## src/shared/dmt_pkg.sv

```systemverilog
// Constants and types for the dual multimode timer block.
// Assumes a 100 MHz system clock; all host pins are asynchronous.
`default_nettype none

package dmt_pkg;

   // ==========================================================
   // Register map
   localparam logic [4:0] ADR_MSR   = 5'h00;
   localparam logic [4:0] ADR_CTRL0 = 5'h01;
   localparam logic [4:0] ADR_CTRL1 = 5'h02;
   localparam logic [4:0] ADR_OMODE = 5'h02;
   localparam logic [4:0] ADR_D0_LO = 5'h0F;
   localparam logic [4:0] ADR_D0_HI = 5'h10;
   localparam logic [4:0] ADR_D1_LO = 5'h11;
   localparam logic [4:0] ADR_D1_HI = 5'h12;

   // ==========================================================
   // Field positions
   localparam int CTL_RUN   = 0;
   localparam int CTL_MODE  = 1;
   localparam int CTL_CLK   = 3;
   localparam int CTL_LATCH = 6;
   localparam int CTL_CHG   = 7;
   localparam int MSR_BANK  = 6;
   localparam int MSR_PAGE  = 7;
   localparam int OM_T0_INV = 0;
   localparam int OM_T0_OD  = 1;
   localparam int OM_T1_INV = 2;
   localparam int OM_T1_OD  = 3;

   // ==========================================================
   // Reset values
   localparam logic [7:0]  CTRL_RST  = 8'h00;
   localparam logic [15:0] DATA_RST  = 16'h0000;
   localparam logic [7:0]  OMODE_RST = 8'h00;
   localparam logic [18:0] SYNC_RST  = 19'h00038;

   // ==========================================================
   // Timing
   localparam int SYS_CLK_NS = 10;
   localparam int T_93US_NS  = 93500;
   localparam int T_1MS_NS   = 1000000;
   localparam int T_10MS_NS  = 10000000;
   localparam int T_100MS_NS = 100000000;
   localparam int T_1S_NS    = 1000000000;
   localparam int CYC_93US   = T_93US_NS / SYS_CLK_NS;
   localparam int CYC_1MS    = T_1MS_NS / SYS_CLK_NS;
   localparam int CYC_10MS   = T_10MS_NS / SYS_CLK_NS;
   localparam int CYC_100MS  = T_100MS_NS / SYS_CLK_NS;
   localparam int CYC_1S     = T_1S_NS / SYS_CLK_NS;
   localparam int CYC_XTAL   = 20;
   localparam int PRE_W      = 27;

   // ==========================================================
   // Types
   typedef enum logic [1:0] {
      MODE_PULSE  = 2'h0,
      MODE_RATE   = 2'h1,
      MODE_SQUARE = 2'h2,
      MODE_ONESHT = 2'h3
   } dmt_mode_t;

   typedef enum logic [2:0] {
      CK_EXT   = 3'h0,
      CK_XTAL  = 3'h1,
      CK_XTAL4 = 3'h2,
      CK_93US  = 3'h3,
      CK_1MS   = 3'h4,
      CK_10MS  = 3'h5,
      CK_100MS = 3'h6,
      CK_1S    = 3'h7
   } dmt_clk_t;

   typedef enum logic [1:0] {
      PH_STOP = 2'h0,
      PH_LOAD = 2'h1,
      PH_CNT  = 2'h3,
      PH_WAIT = 2'h2
   } dmt_phase_t;

endpackage : dmt_pkg

`default_nettype wire

```

## src/hdl/dmt_top.sv

```systemverilog
// Two 16-bit down-counting timers behind a byte-wide host port.
// Assumes asynchronous host strobes and pins, synchronised here.
`default_nettype none

module dmt_top
   import dmt_pkg::*;
#(
   parameter logic [PRE_W-1:0] LAST_XTAL  = PRE_W'(CYC_XTAL - 1),
   parameter logic [PRE_W-1:0] LAST_XTAL4 = PRE_W'(4 * CYC_XTAL - 1),
   parameter logic [PRE_W-1:0] LAST_93US  = PRE_W'(CYC_93US - 1),
   parameter logic [PRE_W-1:0] LAST_1MS   = PRE_W'(CYC_1MS - 1),
   parameter logic [PRE_W-1:0] LAST_10MS  = PRE_W'(CYC_10MS - 1),
   parameter logic [PRE_W-1:0] LAST_100MS = PRE_W'(CYC_100MS - 1),
   parameter logic [PRE_W-1:0] LAST_1S    = PRE_W'(CYC_1S - 1)
)
(
   input  wire logic       sys_clk_i,
   input  wire logic       rst_i,
   input  wire logic       cs_n_i,
   input  wire logic       rd_n_i,
   input  wire logic       wr_n_i,
   input  wire logic [4:0] addr_i,
   input  wire logic [7:0] data_i,
   output var  logic [7:0] data_o,
   output var  logic       data_oe_o,
   input  wire logic       tck_i,
   input  wire logic       gate_in_0_i,
   input  wire logic       gate_in_1_i,
   output var  logic       multi_function_out_o,
   output var  logic       multi_function_out_oe_o,
   output var  logic       timer1_out_o,
   output var  logic       timer1_out_oe_o,
   output var  logic       timer0_zero_o,
   output var  logic       timer1_zero_o
);

   // ==========================================================
   // Pin synchronisers
   logic [18:0]    meta_r;
   logic [18:0]    sync_r;
   logic           wr_act_q;
   logic           rd_act_q;
   logic           tck_q;
   logic [1:0]     gate_q;
   logic [4:0]     wa_r;
   logic [7:0]     wd_r;
   logic [4:0]     ra_r;

   logic [7:0]     s_data;
   logic [4:0]     s_addr;
   logic           s_tck;
   logic [1:0]     s_gate;
   logic           wr_act;
   logic           rd_act;
   logic           wr_commit;
   logic           rd_end;

   always_ff @(posedge sys_clk_i or posedge rst_i)
   begin
      if (rst_i)
      begin
         meta_r <= SYNC_RST;
         sync_r <= SYNC_RST;
      end
      else
      begin
         meta_r <= {data_i, addr_i, cs_n_i, rd_n_i, wr_n_i,
                    tck_i, gate_in_1_i, gate_in_0_i};
         sync_r <= meta_r;
      end
   end

   assign s_data    = sync_r[18:11];
   assign s_addr    = sync_r[10:6];
   assign s_tck     = sync_r[2];
   assign s_gate    = sync_r[1:0];
   assign wr_act    = ~sync_r[5] & ~sync_r[3];
   assign rd_act    = ~sync_r[5] & ~sync_r[4];
   assign wr_commit = wr_act_q & ~wr_act;
   assign rd_end    = rd_act_q & ~rd_act;

   // Address and data are captured while a strobe is active, because
   // they may change in the same cycle as the strobe releases.
   always_ff @(posedge sys_clk_i or posedge rst_i)
   begin
      if (rst_i)
      begin
         wr_act_q <= 1'b0;
         rd_act_q <= 1'b0;
         tck_q    <= 1'b0;
         gate_q   <= 2'h0;
         wa_r     <= 5'h00;
         wd_r     <= 8'h00;
         ra_r     <= 5'h00;
      end
      else
      begin
         wr_act_q <= wr_act;
         rd_act_q <= rd_act;
         tck_q    <= s_tck;
         gate_q   <= s_gate;
         if (wr_act)
         begin
            wa_r <= s_addr;
            wd_r <= s_data;
         end
         if (rd_act)
         begin
            ra_r <= s_addr;
         end
      end
   end

   // ==========================================================
   // Register storage
   logic [7:0]          ctrl_r [2];
   logic [15:0]         data_r [2];
   logic [15:0]         hold_r [2];
   logic [1:0]          cap_r;
   logic [7:0]          om_r;
   logic                page_r;
   logic                bank_r;
   logic [15:0]         cnt_r  [2];
   logic [PRE_W-1:0]    pre_r  [2];
   dmt_phase_t          ph_r   [2];
   logic [1:0]          out_r;

   logic [1:0]          wr_ctrl;
   logic [1:0]          rd_lo_end;
   logic [1:0]          zero_ev;
   logic [1:0]          tick;
   logic [1:0]          trig;
   logic [1:0]          hold;

   function automatic logic is_ctrl(input logic [4:0] a,
                                    input int         i);
      is_ctrl = ~page_r & ~bank_r &
                (a == ((i == 0) ? ADR_CTRL0 : ADR_CTRL1));
   endfunction : is_ctrl

   function automatic logic [PRE_W-1:0] clk_last(input dmt_clk_t s);
      logic [PRE_W-1:0] v;
      v = LAST_1S;
      unique case (s)
         CK_EXT:   v = '0;
         CK_XTAL:  v = LAST_XTAL;
         CK_XTAL4: v = LAST_XTAL4;
         CK_93US:  v = LAST_93US;
         CK_1MS:   v = LAST_1MS;
         CK_10MS:  v = LAST_10MS;
         CK_100MS: v = LAST_100MS;
         CK_1S:    v = LAST_1S;
      endcase
      clk_last = v;
   endfunction : clk_last

   always_comb
   begin
      for (int i = 0; i < 2; i++)
      begin
         wr_ctrl[i]   = wr_commit & is_ctrl(wa_r, i);
         rd_lo_end[i] = rd_end & ~page_r &
                        (ra_r == ((i == 0) ? ADR_D0_LO : ADR_D1_LO));
      end
   end

   // Page, bank and output configuration.
   always_ff @(posedge sys_clk_i or posedge rst_i)
   begin
      if (rst_i)
      begin
         page_r <= 1'b0;
         bank_r <= 1'b0;
         om_r   <= OMODE_RST;
      end
      else if (wr_commit)
      begin
         if (wa_r == ADR_MSR)
         begin
            page_r <= wd_r[MSR_PAGE];
            bank_r <= wd_r[MSR_BANK];
         end
         else if (~page_r & bank_r & (wa_r == ADR_OMODE))
         begin
            om_r <= wd_r;
         end
      end
   end

   // Control registers: host writes win over the hardware clears.
   always_ff @(posedge sys_clk_i or posedge rst_i)
   begin
      if (rst_i)
      begin
         for (int i = 0; i < 2; i++)
         begin
            ctrl_r[i] <= CTRL_RST;
         end
      end
      else
      begin
         for (int i = 0; i < 2; i++)
         begin
            if (wr_ctrl[i])
            begin
               ctrl_r[i] <= wd_r;
            end
            else
            begin
               if (zero_ev[i] &&
                   dmt_mode_t'(ctrl_r[i][CTL_MODE +: 2]) == MODE_PULSE)
               begin
                  ctrl_r[i][CTL_RUN] <= 1'b0;
               end
               if (rd_lo_end[i])
               begin
                  ctrl_r[i][CTL_LATCH] <= 1'b0;
               end
            end
         end
      end
   end

   // Preset data registers.
   always_ff @(posedge sys_clk_i or posedge rst_i)
   begin
      if (rst_i)
      begin
         data_r[0] <= DATA_RST;
         data_r[1] <= DATA_RST;
      end
      else if (wr_commit && !page_r)
      begin
         unique case (wa_r)
            ADR_D0_LO: data_r[0][7:0]  <= wd_r;
            ADR_D0_HI: data_r[0][15:8] <= wd_r;
            ADR_D1_LO: data_r[1][7:0]  <= wd_r;
            ADR_D1_HI: data_r[1][15:8] <= wd_r;
            default:   ;
         endcase
      end
   end

   // ==========================================================
   // Clock selection and prescalers
   always_comb
   begin
      for (int i = 0; i < 2; i++)
      begin
         hold[i] = (ctrl_r[i][CTL_CHG] | s_gate[i]) &
                   (dmt_mode_t'(ctrl_r[i][CTL_MODE +: 2])
                    != MODE_ONESHT);
         trig[i] = (dmt_mode_t'(ctrl_r[i][CTL_MODE +: 2])
                    == MODE_ONESHT) &
                   ((s_gate[i] & ~gate_q[i]) |
                    (wr_ctrl[i] & wd_r[CTL_CHG]));
         if (dmt_clk_t'(ctrl_r[i][CTL_CLK +: 3]) == CK_EXT)
         begin
            tick[i] = tck_q & ~s_tck & ~hold[i];
         end
         else
         begin
            tick[i] = ~hold[i] & (pre_r[i] >=
                      clk_last(dmt_clk_t'(ctrl_r[i][CTL_CLK +: 3])));
         end
      end
   end

   // The prescaler restarts from zero on every start, so with an internal
   // clock the first tick comes one full period after the run bit is set
   // (with CK_EXT it comes on the next falling tck edge). A hold
   // freezes it without clearing it.
   always_ff @(posedge sys_clk_i or posedge rst_i)
   begin
      if (rst_i)
      begin
         pre_r[0] <= '0;
         pre_r[1] <= '0;
      end
      else
      begin
         for (int i = 0; i < 2; i++)
         begin
            if (!ctrl_r[i][CTL_RUN] ||
                dmt_clk_t'(ctrl_r[i][CTL_CLK +: 3]) == CK_EXT)
            begin
               pre_r[i] <= '0;
            end
            else if (!hold[i])
            begin
               pre_r[i] <= tick[i] ? '0 : pre_r[i] + 1'b1;
            end
         end
      end
   end

   // ==========================================================
   // Counting engines
   always_comb
   begin
      for (int i = 0; i < 2; i++)
      begin
         zero_ev[i] = 1'b0;
         if (ctrl_r[i][CTL_RUN] && ph_r[i] == PH_CNT &&
             tick[i] && !trig[i])
         begin
            unique case (dmt_mode_t'(ctrl_r[i][CTL_MODE +: 2]))
               MODE_PULSE:  zero_ev[i] = cnt_r[i] <= 16'h0001;
               MODE_RATE:   zero_ev[i] = cnt_r[i] == 16'h0001;
               MODE_SQUARE: zero_ev[i] = (cnt_r[i] == 16'h0000) &
                                         out_r[i];
               MODE_ONESHT: zero_ev[i] = cnt_r[i] <= 16'h0001;
            endcase
         end
      end
   end

   always_ff @(posedge sys_clk_i or posedge rst_i)
   begin
      if (rst_i)
      begin
         for (int i = 0; i < 2; i++)
         begin
            ph_r[i]  <= PH_STOP;
            cnt_r[i] <= 16'h0000;
         end
         out_r <= 2'h0;
      end
      else
      begin
         for (int i = 0; i < 2; i++)
         begin
            if (!ctrl_r[i][CTL_RUN])
            begin
               ph_r[i]  <= PH_STOP;
               cnt_r[i] <= 16'h0000;
               out_r[i] <= 1'b0;
            end
            else
            begin
               unique case (ph_r[i])
                  PH_STOP:
                  begin
                     ph_r[i] <= (dmt_mode_t'(ctrl_r[i][CTL_MODE +: 2])
                                 == MODE_ONESHT) ? PH_WAIT : PH_LOAD;
                  end
                  PH_WAIT:
                  begin
                     if (trig[i])
                     begin
                        out_r[i] <= 1'b1;
                        ph_r[i]  <= PH_LOAD;
                     end
                  end
                  PH_LOAD:
                  begin
                     if (tick[i])
                     begin
                        cnt_r[i] <= data_r[i];
                        out_r[i] <= 1'b1;
                        ph_r[i]  <= PH_CNT;
                     end
                  end
                  PH_CNT:
                  begin
                     if (trig[i])
                     begin
                        ph_r[i] <= PH_LOAD;
                     end
                     else if (tick[i])
                     begin
                        unique case (dmt_mode_t'(ctrl_r[i][CTL_MODE +: 2]))
                           MODE_PULSE, MODE_ONESHT:
                           begin
                              if (cnt_r[i] <= 16'h0001)
                              begin
                                 cnt_r[i] <= 16'h0000;
                                 out_r[i] <= 1'b0;
                                 ph_r[i]  <= (dmt_mode_t'(ctrl_r[i]
                                             [CTL_MODE +: 2]) ==
                                             MODE_ONESHT) ?
                                             PH_WAIT : PH_STOP;
                              end
                              else
                              begin
                                 cnt_r[i] <= cnt_r[i] - 16'h0001;
                              end
                           end
                           MODE_RATE:
                           begin
                              if (cnt_r[i] == 16'h0000)
                              begin
                                 cnt_r[i] <= data_r[i];
                                 out_r[i] <= 1'b1;
                              end
                              else
                              begin
                                 cnt_r[i] <= cnt_r[i] - 16'h0001;
                                 if (cnt_r[i] == 16'h0001)
                                 begin
                                    out_r[i] <= 1'b0;
                                 end
                              end
                           end
                           MODE_SQUARE:
                           begin
                              if (cnt_r[i] == 16'h0000)
                              begin
                                 cnt_r[i] <= data_r[i];
                                 out_r[i] <= ~out_r[i];
                              end
                              else
                              begin
                                 cnt_r[i] <= cnt_r[i] - 16'h0001;
                              end
                           end
                        endcase
                     end
                  end
               endcase
            end
         end
      end
   end

   // A capture waits for a cycle with no tick, so it never sees
   // the counter mid-update.
   always_ff @(posedge sys_clk_i or posedge rst_i)
   begin
      if (rst_i)
      begin
         cap_r     <= 2'h0;
         hold_r[0] <= 16'h0000;
         hold_r[1] <= 16'h0000;
      end
      else
      begin
         for (int i = 0; i < 2; i++)
         begin
            if (!ctrl_r[i][CTL_LATCH])
            begin
               cap_r[i] <= 1'b0;
            end
            else if (!cap_r[i] && !tick[i])
            begin
               hold_r[i] <= cnt_r[i];
               cap_r[i]  <= 1'b1;
            end
         end
      end
   end

   // ==========================================================
   // Host read path
   logic [7:0] rd_mux;

   always_comb
   begin
      rd_mux = 8'h00;
      if (s_addr == ADR_MSR)
      begin
         rd_mux = {page_r, bank_r, 6'h00};
      end
      else if (!page_r)
      begin
         unique case (s_addr)
            ADR_CTRL0: rd_mux = bank_r ? 8'h00 : ctrl_r[0];
            ADR_CTRL1: rd_mux = bank_r ? om_r : ctrl_r[1];
            ADR_D0_LO: rd_mux = cap_r[0] ? hold_r[0][7:0]
                                         : data_r[0][7:0];
            ADR_D0_HI: rd_mux = cap_r[0] ? hold_r[0][15:8]
                                         : data_r[0][15:8];
            ADR_D1_LO: rd_mux = cap_r[1] ? hold_r[1][7:0]
                                         : data_r[1][7:0];
            ADR_D1_HI: rd_mux = cap_r[1] ? hold_r[1][15:8]
                                         : data_r[1][15:8];
            default:   rd_mux = 8'h00;
         endcase
      end
   end

   always_ff @(posedge sys_clk_i or posedge rst_i)
   begin
      if (rst_i)
      begin
         data_o    <= 8'h00;
         data_oe_o <= 1'b0;
      end
      else
      begin
         data_oe_o <= rd_act;
         data_o    <= rd_act ? rd_mux : 8'h00;
      end
   end

   // ==========================================================
   // Output pins
   logic [1:0] lvl;

   assign lvl[0] = out_r[0] ^ om_r[OM_T0_INV];
   assign lvl[1] = out_r[1] ^ om_r[OM_T1_INV];

   always_ff @(posedge sys_clk_i or posedge rst_i)
   begin
      if (rst_i)
      begin
         multi_function_out_o    <= 1'b0;
         multi_function_out_oe_o <= 1'b0;
         timer1_out_o            <= 1'b0;
         timer1_out_oe_o         <= 1'b0;
         timer0_zero_o           <= 1'b0;
         timer1_zero_o           <= 1'b0;
      end
      else
      begin
         multi_function_out_o    <= ~om_r[OM_T0_OD] & lvl[0];
         multi_function_out_oe_o <= ~om_r[OM_T0_OD] | ~lvl[0];
         timer1_out_o            <= ~om_r[OM_T1_OD] & lvl[1];
         timer1_out_oe_o         <= ~om_r[OM_T1_OD] | ~lvl[1];
         timer0_zero_o           <= zero_ev[0];
         timer1_zero_o           <= zero_ev[1];
      end
   end

endmodule : dmt_top

`default_nettype wire

```

## config.mk

```make
export PLATFORM = sky130hd
export DESIGN_NAME = dmt_top
export DESIGN_NICKNAME = d
export VERILOG_FILES = /design/src/shared/dmt_pkg.sv /design/src/hdl/dmt_top.sv
export SDC_FILE = /design/constraint.sdc
export NUM_CORES = 1
export LEC_CHECK = 0
export ABC_AREA = 0
export BUFFER_PORTS_ARGS = -buffer_cell sky130_fd_sc_hd__buf_4
export CORE_AREA = 2 2 154 156
export CTS_CLUSTER_SIZE = 14
export DETAILED_ROUTE_END_ITERATION = 10
export DIE_AREA = 0 0 156 158
export PLACE_DENSITY = 0.79
export SLEW_MARGIN = 15
export SYNTH_ARGS = -nofsm -noshare
export SYNTH_HDL_FRONTEND = slang
export SYNTH_SLANG_ARGS = --single-unit
```

## constraint.sdc

```tcl
create_clock -name sys_clk_i -period 21.6 [get_ports sys_clk_i]
set_input_delay 3.24 -clock sys_clk_i [delete_from_list [all_inputs] [get_ports sys_clk_i]]
set_output_delay 3.24 -clock sys_clk_i [all_outputs]
set_load 0.01 [all_outputs]
```

# Word-level counts from Yosys, hierarchy flattened
# Memory sizes are Yosys's and may differ from the RTL's.
# Cells that the tools add are included.
# word_totals
regBits	259
mem_bits_ro	384
in_bits	21
output_inout_bits	15
mem_count	2
# op_classes
addsub	4
order_cmp	4
eq_ne	58
n_mux	94
bitwise	58
reduce_logical	54
# mem_list
memory	depth	width	rd	rd_clocked_by_memory_dff	write_ports	line_no	source
(no name shown)	8	24	1	0	0	dmt_top.sv:144	unique case (s)
(no name shown)	8	24	1	0	0	dmt_top.sv:144	
# ops
operator	n
27-bit two-way mux	8
16-bit two-way mux	12
16-bit one-hot mux with 2 select lines	4
8-bit two-way mux	9
27-bit by 1-bit adder with 27-bit output, second input constant	2
27-bit greater-or-equal comparator	2
8-bit one-hot mux with 6 select lines	1
2-bit two-way mux	18
5-bit == test, second input constant	7
1-bit two-way mux	34
16-bit by 1-bit == test with 1-bit output, second input constant	2
16-bit by 1-bit less-or-equal comparator with 1-bit output, second input constant	2
16-bit zero test	2
16-bit by 1-bit subtractor with 16-bit output, second input constant	2
1-bit bitwise AND	31
3-bit inequality test, second input constant	8
4-bit inequality test, second input constant	6
1-bit inverter	19
1-bit one-hot mux with 3 select lines	6
2-bit == test, second input constant	8
4-bit by 3-bit inequality test with 1-bit output, second input constant	4
2-bit one-hot mux with 4 select lines	2
8-bit AND reduction	2
5-bit by 4-bit == test with 1-bit output, second input constant	3
other kinds (22)	78

# Depth between registers and ports, before layout
# logic_depth
depth_word	14
mapped_depth	15
ltp_nobuf	12

# Worst setup path before layout
# OpenSTA, ideal clock, no wires.
# synth_path
path_kind	register to output
from	register data_oe_o
to	output data_oe_o
arrival_ns	0.385
t_required_ns	18.360
slack_ns	17.975
path_stages_with_launch	1
path_buffers	0
cell_sequence	dfrtp_1
# synth_lines
element	line_no	source
from (decl)	dmt_top.sv:25	output var logic data_oe_o,
from (signal assigned)	dmt_top.sv:491	data_oe_o <= rd_act;
# No word-level cell between the ends.

# Worst setup path in the final report
# layout_path
from	register data_oe_o
to	output data_oe_o
# No word-level cell between the ends.

==> results.toml <==
[setup_path]
worst-path-buf-inv = 1
cp_slowest_cell = "dfrtp_1"
start_kind = "flip-flop"
worstReg2RegStart = "ctrl_r[13]"
critPathRequiredTime_ns = 18.36
cp_max_fo = 2
cp_top_family = "flip-flops"
path_cells = "buf_4"
worstSetupPathDepth = 1
arrival_ns = 1.09
cp-startpoint = "data_oe_o"
r2r_end = "pre_r[39]"
crit_path_end = "data_oe_o"
slowest_delay_ns = 0.38
reg2reg_slack_ns = 17.60
critical_path_class = "flip-flop to primary output"
cp-end-kind = "primary output"
r2r_cells = 9

[floorplanning]
core-area_um2 = 23100
die_w_um = 156
initial_utilization = 0.617
io_pins = 36
dieHeight_um = 158
dieArea_um2 = 24600
num_rows = 56

[timing]
setup_tns_ns = 0
period_share = 0.201
fin_skew_ns = 0.0399
worstMarginPinSlew_ns = 1.19
grt_setup_unrepaired = "false"
report.final.slew_viol_count = 0
fmax_mhz = 231
max_slew_margin = 0.198
hold_viol = 0
setup_viol = 0
period_needed_ns = 4.33
holdWs_ns = 0.347

[global_routing]
grt-busiest-layer = "met2"
use_met2 = 0.450
grt_util_met3 = 0.0386
grtUsageTotal = 0.280
grt_max_degree = 99
antenna_found_initial = 0
grtUsageMet1 = 0.400
grt_pass1_wl_mm = 55.6
grt_pass1_vias = 10626
grt-ovfl-total = 0

[cts]
htree_levels = 1
postCtsResizedCells = 0
root_buffer = "clkbuf_16"
clk_path_buf_depth = 3
clkTransAtPathRegs_ns = 0.06
post_cts_buffers = 0
clkSinkCount = 259
ctsHoldBuffers = 0
clock_latency_ns = 0.57
cts_inserted_buffers = 28
tritoncts = "yes"

[yosys]
synth-edff-count = 0
syn_area_um2 = 14200
synth_ff_type = "dfrtp_1"
netlist_instances = 1386
ys_seq_elements = 259
ys.warnings.count = 0
synth_nets = 1491
seq_area_frac_synth = 0.456
avgSynthCellArea_um2 = 10.3
synthArstFlopShare = 1.00
synthDistinctLibCells = 73

[place]
postPlaceCellArea_um2 = 14700
place_congestion = 0.940
io_buffers = 35
hpwl_mm = 23.6

[route]
antenna_left = 0
wirelength_mm = 34.2
initialDrtViolationCount = 942
detail_route.wl_per_cell_um = 19.9
post_drt_via_cell_ratio = 6.49
num_vias = 11138
dr.pass1.iters = 6
post-route-drc-count = 0

[power_and_ir_drop]
ir_worst_vdd_mv = 0.0753
power_leakage_uw = 0.00684
power.density_nw_per_um2 = 93.8

[worst_hold_path]
min_path_type = "flip-flop to flip-flop"
hold_depth = 0

[final_layout]
fin_area_um2 = 15600
num-nets-final = 1510
final_cell_mix = "dfrtp_1 (253), nor2_1 (103), nand2_1 (103), o21ai_0 (89), mux2_2 (87)"
antenna_cells = 0
area_growth_pct = 9.99
fill_cells = 1724
drive_above_1_share = 0.148
layout_commonest_cell = "dfrtp_1"

[outcome]
outcome = "finished clean"

[flow_run]
max-cap-violations = 0
==> registers in the layout (all words and copies together) (netlist names), 4 cells and up <==
name and flops:
cnt_r 32, wd_r 8, sync_r 19, pre_r 54, meta_r 19, hold_r 32
ph_r 4, data_r 32, ra_r 5, data_o 8, ctrl_r 16, om_r 8
wa_r 5
==> per-layer routing <==
metal | vias up | part of all wire
met3 | 87 | 0.067
met2 | 428 | 0.46
met4 | 0 | 0.028
li1 | 5144 | -
met5 | - | 0
met1 | 5479 | 0.44
==> synthesized netlist by cell type, drive strengths merged, types with 16 or more instances <==
cell type / number / share of area
a21o: 17 / 0.0090
nor2: 104 / 0.028
mux2: 97 / 0.079
nand4: 18 / 0.0079
ha: 84 / 0.074
clkbuf: 38 / 0.010
o22ai: 23 / 0.010
nand2b: 19 / 0.0084
nand3: 40 / 0.014
buf: 18 / 0.0087
mux2i: 54 / 0.038
o21ai: 90 / 0.032
nor3: 29 / 0.011
a31oi: 16 / 0.0070
or3: 18 / 0.0079
o211ai: 16 / 0.0094
a22oi: 16 / 0.0084
inv: 55 / 0.015
a21oi: 73 / 0.026
dfrtp: 253 / 0.45
nand2: 104 / 0.028
==> layout make-up <==
type	count	area (µm²)	share of cell area
timing repair buffer	45	338	0.0216
tap	290	363	0.0232
multi-input combinational	1016	7280	0.465
clock buffer	37	795	0.0508
sequential	259	6490	0.415
inverter	55	214	0.0137
clock inverter	13	171	0.0110
==> kinds of logic after synthesis <==
group | count (synthesis) | share of synthesized area
AOI/OAI and AO/OA | 347 | 0.160
xor gates and xnor gates | 11 | 0.00677
adders and majority gates | 84 | 0.0739
buffers and inverters | 111 | 0.0332
DFF | 259 | 0.456
muxes | 151 | 0.117
and+or+nand+nor | 423 | 0.153
==> stage by stage <==
stage          worst slack [ns]  std cells  power, µW   util
4_1_cts                   17.25       1715       1470  0.678
3_5_place_dp              16.66       1665        968  0.637
3_3_place_gp              16.69       1665        953  0.637
6_report                  17.27       1715       1470  0.679
2_1_floorplan             11.24       1386        868      -
5_1_grt                   17.05       1715       1540  0.679
==> report_power, final <==
group / internal, µW / switching, µW / leakage (µW)
sequential: 531 / 78.7 / 0.00343
clock: 295 / 200 / 0.000478
combinational: 150 / 213 / 0.00293
==> worst min path at each step <==
stage               startpoint         end  slack, ns
finish              meta_r[13]  sync_r[13]       0.35
floorplan            meta_r[0]   sync_r[0]       0.33
global placement    meta_r[14]  sync_r[14]       0.33
CTS                 meta_r[10]  sync_r[10]       0.35
global route        meta_r[17]  sync_r[17]       0.35
detailed placement  meta_r[10]  sync_r[10]       0.33
(Power assumes the default switching activity.)
